## config.mk

```make
export PLATFORM = sky130hd
export DESIGN_NAME = tmac_interval
export DESIGN_NICKNAME = d
export VERILOG_FILES = /design/src/tmac_pkg.sv /design/src/tmac_interval.sv
export VERILOG_INCLUDE_DIRS = /design/src /design/src/src
export SDC_FILE = /design/constraint.sdc
export NUM_CORES = 1
export LEC_CHECK = 0
export ABC_AREA = 0
export BUFFER_PORTS_ARGS = -buffer_cell sky130_fd_sc_hd__buf_2
export CORE_ASPECT_RATIO = 0.7
export CORE_MARGIN = 1
export CORE_UTILIZATION = 56
export DETAILED_ROUTE_END_ITERATION = 12
export GPL_TIMING_DRIVEN = 0
export MAX_ROUTING_LAYER = met4
export PLACE_DENSITY = 0.81
export SETUP_SLACK_MARGIN = 0.3
export SLEW_MARGIN = 20
export SYNTH_ARGS = -nofsm -noshare
export SYNTH_HDL_FRONTEND = slang
export SYNTH_SLANG_ARGS = --single-unit
```

## constraint.sdc

```tcl
create_clock -name core_clk_i -period 3.35 [get_ports core_clk_i]
set_input_delay 0.8375 -clock core_clk_i [delete_from_list [all_inputs] [get_ports core_clk_i]]
set_output_delay 0.8375 -clock core_clk_i [all_outputs]
set_load 0.1 [all_outputs]
```

## src/tmac_map.svh

```systemverilog
// Register map and timing constants of the fan-start adjustment interval block
`ifndef TMAC_MAP_SVH
`define TMAC_MAP_SVH
`define TMAC_ADDR_W 8
`define TMAC_OFS_INTERVAL 8'h37
`define TMAC_OFS_DYN_CTRL 8'h36
`define TMAC_OFS_LOCK 8'h40
`define TMAC_OFS_STATUS 8'h41
`define TMAC_RST_INTERVAL 8'h00
`define TMAC_RST_DYN_CTRL 8'h00
`define TMAC_F_R1_LSB 0
`define TMAC_F_L_LSB 3
`define TMAC_F_R2_LSB 6
`define TMAC_F_R2_MSB_BIT 0
`define TMAC_F_R1_EN_BIT 5
`define TMAC_F_L_EN_BIT 6
`define TMAC_F_R2_EN_BIT 7
`define TMAC_F_LOCK_BIT 1
`define TMAC_DEC_BASE 12'd8
`define TMAC_CNT_W 12
`endif

```

## src/tmac_pkg.sv

```systemverilog
// Types shared by the adjustment interval block
package tmac_pkg;
	typedef logic [2:0] tmac_code_t;
	typedef logic [11:0] tmac_count_t;
endpackage

```

## src/tmac_interval.sv

```systemverilog
// Adjustment interval register bank with per-channel wait timers
//
// Summary of operation
// - Bits 2:0 hold remote1 interval code
// - Bits 5:3 hold local interval code
// - Remote2 code MSB from dynamic control bit0
// - Decrease wait 8<<code, increase twice that
// - At most one adjustment per wait period
// - Writes ignored once lock bit set
// - Interval register resets to zero
// - Intervals act only when channel enabled
`include "tmac_map.svh"
`timescale 1ns/1ps
`default_nettype none

module tmac_interval
	import tmac_pkg::*;
#(
	parameter int NCH = 3
) (
	input wire logic core_clk_i,
	input wire logic rst_i,
	input wire logic [7:0] avs_address_i,
	input wire logic avs_read_i,
	input wire logic avs_write_i,
	input wire logic [31:0] avs_writedata_i,
	output logic [31:0] avs_readdata_o,
	output logic avs_waitrequest_o,
	input wire logic monitor_cycle_i,
	input wire logic [NCH-1:0] adj_dec_req_i,
	input wire logic [NCH-1:0] adj_inc_req_i,
	output logic [NCH-1:0] adj_dec_o,
	output logic [NCH-1:0] adj_inc_o
);

////////////////////////////////////////////////////////////////////////////////
// Registers and bus

logic [7:0] interval_reg;
logic [7:0] dyn_ctrl_reg;
logic lock_reg;
logic ack_reg;
logic [31:0] rdata_reg;
logic [NCH-1:0] adj_dec_reg;
logic [NCH-1:0] adj_inc_reg;
wire logic req = avs_read_i | avs_write_i;
wire logic wr_stb = avs_write_i & ~ack_reg;
wire logic sel_int = avs_address_i == `TMAC_OFS_INTERVAL;
wire logic sel_dyn = avs_address_i == `TMAC_OFS_DYN_CTRL;
wire logic sel_lock = avs_address_i == `TMAC_OFS_LOCK;
wire logic sel_stat = avs_address_i == `TMAC_OFS_STATUS;
wire logic wr_int = wr_stb & sel_int & ~lock_reg;
wire logic wr_dyn = wr_stb & sel_dyn & ~lock_reg;
wire logic wr_lock = wr_stb & sel_lock & avs_writedata_i[`TMAC_F_LOCK_BIT];
wire logic [7:0] status_val = {2'h0, adj_inc_reg, adj_dec_reg};
wire logic [7:0] rd_mux = sel_int ? interval_reg :
	sel_dyn ? dyn_ctrl_reg :
	sel_lock ? {6'h00, lock_reg, 1'b0} :
	sel_stat ? status_val : 8'h00;

// One wait state: request taken, answer at the next edge
assign avs_waitrequest_o = req & ~ack_reg;
assign avs_readdata_o = rdata_reg;

always_ff @(posedge core_clk_i or posedge rst_i) begin
	if (rst_i) begin
		interval_reg <= `TMAC_RST_INTERVAL;
		dyn_ctrl_reg <= `TMAC_RST_DYN_CTRL;
		lock_reg <= 1'b0;
		ack_reg <= 1'b0;
		rdata_reg <= 32'h0000_0000;
	end else begin
		ack_reg <= req & ~ack_reg;
		if (wr_int) interval_reg <= avs_writedata_i[7:0];
		if (wr_dyn) dyn_ctrl_reg <= avs_writedata_i[7:0];
		if (wr_lock) lock_reg <= 1'b1; // Write-once, only reset clears
		if (avs_read_i & ~ack_reg) rdata_reg <= {24'h00_0000, rd_mux};
	end
end

////////////////////////////////////////////////////////////////////////////////
// Per-channel codes and enables

tmac_code_t code [NCH];
logic [NCH-1:0] chan_en;
assign code[0] = interval_reg[`TMAC_F_R1_LSB +: 3];
assign code[1] = interval_reg[`TMAC_F_L_LSB +: 3];
assign code[2] = {dyn_ctrl_reg[`TMAC_F_R2_MSB_BIT], interval_reg[`TMAC_F_R2_LSB +: 2]};
assign chan_en = {dyn_ctrl_reg[`TMAC_F_R2_EN_BIT], dyn_ctrl_reg[`TMAC_F_L_EN_BIT],
	dyn_ctrl_reg[`TMAC_F_R1_EN_BIT]};

////////////////////////////////////////////////////////////////////////////////
// Wait timers, one per channel

// Requests come from the loop logic, which tracks the operating point
genvar g;
generate
	for (g = 0; g < NCH; g++) begin : g_ch
		// Each channel owns its state, so no variable has two writing processes
		tmac_count_t cnt_reg;
		logic dec_pulse_reg;
		logic inc_pulse_reg;
		wire tmac_count_t dec_wait = tmac_count_t'(`TMAC_DEC_BASE << code[g]);
		wire tmac_count_t inc_wait = tmac_count_t'(dec_wait << 1);
		wire logic dec_ok = cnt_reg >= dec_wait;
		wire logic inc_ok = cnt_reg >= inc_wait;
		wire logic do_dec = chan_en[g] & adj_dec_req_i[g] & dec_ok;
		wire logic do_inc = chan_en[g] & adj_inc_req_i[g] & inc_ok & ~do_dec;
		// Saturate at the longer wait, so the counter wraps only if a lower code leaves the count above it
		wire logic sat = cnt_reg == inc_wait;
		always_ff @(posedge core_clk_i or posedge rst_i) begin
			if (rst_i) begin
				cnt_reg <= '0;
				dec_pulse_reg <= 1'b0;
				inc_pulse_reg <= 1'b0;
			end else begin
				dec_pulse_reg <= do_dec;
				inc_pulse_reg <= do_inc;
				if (!chan_en[g] || do_dec || do_inc) cnt_reg <= '0;
				else if (monitor_cycle_i && !sat) cnt_reg <= cnt_reg + 12'h001;
			end
		end
		assign adj_dec_reg[g] = dec_pulse_reg;
		assign adj_inc_reg[g] = inc_pulse_reg;
	end
endgenerate

assign adj_dec_o = adj_dec_reg;
assign adj_inc_o = adj_inc_reg;

endmodule // tmac_interval
`default_nettype wire

```

# Word-level counts from Yosys, hierarchy flattened
# Cells that the tools add are included.
[word_totals] reg_bits=68 in_bits=51 output_inout_bits=39 elab_cells=91
[classes] add_sub_neg=3 n_lt_le_gt_ge=6 eq_ne=7 shifts=3 n_mux=10 bitwise=30 n_reduce_logical=18
[op_table] op="12-bit >= comparator" count=6
[op_table] op="12-bit 2-to-1 mux" count=6
[op_table] op="12-bit by 1-bit adder with 12-bit output (second input constant)" count=3
[op_table] op="12-bit equality test" count=3
[op_table] op="4-bit by 3-bit left shift with 12-bit output (first input constant)" count=3
[op_table] op="1-bit AND" count=24
[op_table] op="8-bit by 6-bit equality test with 1-bit output (second input constant)" count=2
[op_table] op="8-bit by 7-bit equality test with 1-bit output (second input constant)" count=2
[op_table] op="8-bit 2-to-1 mux" count=2
[op_table] op="6-bit 2-to-1 mux" count=2
[op_table] op="1-bit zero test" count=6
[op_table] op="1-bit logical OR" count=6
[op_table] op="2-bit nonzero test" count=3
[op_table] op="1-bit inverter" count=5
[op_table] op="1-bit logical AND" count=3
[op_table] op="1-bit OR" count=1

# Logic depth before layout (Yosys ltp)
[logic_depth] word_depth=7 ltp_mapped=10 ltp_nobuf=8

# Least setup slack after synthesis
# Ideal clock, no wire load.
[synth_path] path_type="in2out" startpoint="input avs_write_i" endpoint="output avs_waitrequest_o" arrival_ns=2.149 required_ns=2.513 path_slack_ns=0.363 path_stages=2 path_buffers=0 cell_sequence="nor2_1 > nor2_1"
[synth_via] elab_chain_len=2
[synth_lines] item="start: declaration" line="tmac_interval.sv:25" source="input wire logic avs_write_i,"
[synth_lines] item="1-bit OR" line="tmac_interval.sv:46" source="wire logic req = avs_read_i | avs_write_i;"
[synth_lines] item="1-bit AND" line="tmac_interval.sv:62" source="assign avs_waitrequest_o = req & ~ack_reg;"
[synth_lines] item="end: declaration" line="tmac_interval.sv:28" source="output logic avs_waitrequest_o,"
# Every way passes these cells.

# Worst setup path after layout
[layout_path] startpoint="register interval_reg[3]" endpoint="register g_ch[1].cnt_reg[1]"
[layout_via] elab_chain_len=7 elab_cells_between_ends=14 cone_classes="2 x order compare; 1 x eq/ne; 1 x shift; 1 x mux; 4 x bitwise; 5 x reduce/logical"
[layout_lines] item="start: declaration" line="tmac_interval.sv:39" source="logic [7:0] interval_reg;"
[layout_lines] item="start signal: assignment" line="tmac_interval.sv:67" source="interval_reg <= `TMAC_RST_INTERVAL;"
[layout_lines] item="start signal: assignment" line="tmac_interval.sv:74" source="if (wr_int) interval_reg <= avs_writedata_i[7:0];"
[layout_lines] item="4-bit by 3-bit left shift with 12-bit output (no source line) *"
[layout_lines] item="12-bit >= comparator" line="tmac_interval.sv:105" source="wire logic dec_ok = cnt_reg >= dec_wait;"
[layout_lines] item="1-bit AND" line="tmac_interval.sv:107" source="wire logic do_dec = chan_en[g] & adj_dec_req_i[g] & dec_ok;"
[layout_lines] item="1-bit inverter" line="tmac_interval.sv:108" source="wire logic do_inc = chan_en[g] & adj_inc_req_i[g] & inc_ok & ~do_dec;"
[layout_lines] item="1-bit AND" line="tmac_interval.sv:108"
[layout_lines] item="1-bit logical OR" line="tmac_interval.sv:119" source="if (!chan_en[g] || do_dec || do_inc) cnt_reg <= '0;"
[layout_lines] item="12-bit 2-to-1 mux / 2-bit nonzero test (equally long branches)"
[layout_lines] item="end signal: assignment" line="tmac_interval.sv:120" source="else if (monitor_cycle_i && !sat) cnt_reg <= cnt_reg + 12'h001;"
[layout_lines] item="end: declaration" line="tmac_interval.sv:100" source="tmac_count_t cnt_reg;"
# Mark *: on every way between the ends. The rest lies on a longest branch, timed or not.
# A chain may end at the register's enable or synchronous reset.

==> run metrics <==
Final Skew between 8 and 9 ps; Worst Hold Launch ack_reg$_DFF_PP0_; Worst Max-Slew Pin Slew a little over 700 ps; drt total wl 10300 microns; RSZ-0062 raised after global routing no; drt drc 0; clk_lat worst skew ~340 ps; first-pass GRT wire length 17100 microns; FP Rows 27; Area growth syn-to-layout 17.0%; core area roughly 7900 sq um; fin crit period approximately 2800 ps; CTS tree built; final setup vio count 0; setup ws final approximately 560 ps; worst reg2reg endpoint g_ch[1].cnt_reg[1]$_DFFE_PP0P_; Worst Path Buf+Inv 2; CP Launch Type flop; clock slew at reported path FFs 60 ps; H-Tree Depth 3; Seq cells post-synth around 70; Yosys cell types between 40 and 50; total number of vias around 3700; clock buffer count from CTS 9; arrival time worst endpoint 2990 ps; Cell Pwr Density 498 nW/um^2; diode count 0; worst-case reg-to-reg path depth 9; Leak Pwr roughly 2.7 nW; WHS Endpoint ack_reg$_DFF_PP0_; cts hold-fix bufs 0; Top Ports 90; Die Span Y approximately 80 microns; Tightest Hold Check Type flop to flop; DR vias/cell about 5.6; Min-Delay Path Depth 1; Cells after Synth approximately 490; worst reg2reg setup slack ~560 ps; wire per inst roughly 15 microns; status finished, final reports clean; crit path kind flop to flop; most common library cell in the layout ignoring fill and taps dfrtp_1; post-cts sizing count 0; Pre-antenna DRT Iters 4; Fin Hold WS approximately 460 ps; Final nets 669; register area share after synthesis 0.370; share of cells above drive strength 1 0.208; Final Max Slew Viols 0; effective utilization at floorplan 0.582; max reg flops 36; dominant cells by area after synthesis dfrtp_1 37%, ha_1 15%, nor2_1 5.4%; CP top delay family simple AND/OR/NAND/NOR gates; CP Capture Type flop; CTS max path bufs 2; largest area contributor in the netlist dfrtp_1; final period utilization 0.833; FMAX 358 MHz; IO buf count 41; initial DRC count 251; required time worst endpoint roughly 3600 ps; asr flop ratio synth 1.00; CP peak stage delay roughly 520 ps; Yosys warning count 0; vias in the first global route 3617; area of the mapped netlist between 4000 and 5000 sq um; top cell type's share of synthesized area 0.370; crit-path max FO 10; peak supply drop approximately 0.00045 V; hpwl dp just under 8000 microns; die extent in x 110 microns; overall routing resource usage 0.269; worst slack, placed 447 ps; Critical Path, Cell by Cell clkbuf_1, or3b_2, ha_1, o2111ai_1, a31oi_1, o21ai_0, nand3_1, clkbuf_1, nor2_1; MaxCap Viol Count 0; Crit path top cell by count clkbuf_1; initial antenna violation count 0; Relative slew margins 0.519; Sink Count between 60 and 70; most frequent cells in the layout 68 x dfrtp_1, 66 x nor2_1, 54 x ha_1; GR Overflow Total 0; RR Startpoint interval_reg[3]$_DFFE_PP0P_; Synth Flop Type dfrtp_1; Post-synth EDFFs 0; DRT antenna net count 0; die area between 8000 and 9000 sq um; gpl congestion ~0.90; Root Driver clkbuf_16; setup bufs post-CTS 0; Final Hold Viols 0; Mapped Avg Cell Area between 9 and 10 sq um; slowest stage cell on the critical path or3b_2; largest net degree at the start of global routing 46
-- per-stage QoR --
step | instance area [sq um] | TNS (ps) | power [mW] | util | instances
4_1_cts | 5370 | 0 | 2.70 | 0.679 | 669
3_5_place_dp | 5050 | 0 | 1.65 | 0.638 | 654
3_3_place_gp | 5020 | -625 | 1.61 | 0.635 | 653
6_report | 5380 | 0 | 2.68 | 0.681 | 669
5_1_grt | 5380 | 0 | 2.80 | 0.681 | 669
2_1_floorplan | 4680 | 0 | 1.51 | - | 511
-- where the power goes --
group | total (mW) | internal (mW) | switching, mW
Combinational | 0.670 | 0.209 | 0.461
Sequential | 0.969 | 0.892 | 0.0774
Clock | 1.04 | 0.686 | 0.353
Total | 2.68 | 1.79 | 0.891
-- Yosys cell counts (2+ instances only) --
library cell,instances
or3b_2,5
nand3_1,24
o21ai_0,9
nand3b_1,9
o2111ai_1,2
a211oi_1,6
inv_1,13
nand4_1,14
nand4b_1,2
nand2b_1,2
xor2_1,19
mux2_2,15
or3_1,5
o31ai_1,4
dfrtp_1,68
clkbuf_1,14
buf_4,30
o211ai_1,3
nand2_1,45
a21oi_1,23
a31oi_1,2
ha_1,54
mux2i_1,11
xnor2_1,12
nor3_1,3
nor2_1,66
and3_1,5
o21ai_1,6
-- logic make-up after synthesis --
| logic type | after synthesis | share of synthesized area |
|---|---|---|
| XOR/XNOR | 31 | 0.0590 |
| adder cells (fa/ha/maj) | 54 | 0.147 |
| AND/OR/NAND/NOR | 190 | 0.212 |
| AO/OA/AOI/OAI | 60 | 0.0784 |
| buffers and inverters | 58 | 0.0721 |
| other | 1 | 0.000816 |
| multiplexers | 26 | 0.0607 |
| flip-flops | 68 | 0.370 |
-- how the worst max path moves through the flow --
stage	cells after the start	startpoint	endpoint
finish	9	interval_reg[3]$_DFFE_PP0P_	g_ch[1].cnt_reg[1]$_DFFE_PP0P_
CTS	9	interval_reg[4]$_DFFE_PP0P_	g_ch[1].cnt_reg[1]$_DFFE_PP0P_
global route	9	interval_reg[2]$_DFFE_PP0P_	g_ch[0].cnt_reg[0]$_DFFE_PP0P_
global placement	2	rst_i	g_ch[1].dec_pulse_reg$_DFF_PP0_
floorplan	2	avs_write_i	avs_waitrequest_o
detailed placement	9	interval_reg[4]$_DFFE_PP0P_	g_ch[1].cnt_reg[1]$_DFFE_PP0P_
-- routing by layer --
metal | part of all wire | up-vias | GRT usage
li1 | - | 1823 | -
met1 | 0.48 | 1798 | 0.355
met2 | 0.45 | 103 | 0.409
met3 | 0.057 | 16 | 0.0655
met4 | 0.014 | 0 | 0.0803
met5 | 0 | - | -
-- area by class of cell --
| class | instances | area (sq um) |
|---|---|---|
| multi-input cells | 385 | 2660 |
| fillers | 624 | 2520 |
| flip-flops and latches | 68 | 1700 |
| plain buffers | 45 | 284 |
| clock buffers | 11 | 253 |
| repair buffers | 42 | 233 |
| well taps | 101 | 126 |
| clock inverters | 4 | 72.6 |
| inverters | 13 | 51.3 |
-- worst reg2reg max path, cell delays in order, from the launching register on --
cell and delay [ps]:
dfrtp_1 310, clkbuf_1 290, or3b_2 520, ha_1 320
o2111ai_1 120, a31oi_1 250, o21ai_0 140, nand3_1 180
clkbuf_1 400, nor2_1 120
Power figures use the tool's default switching activity.
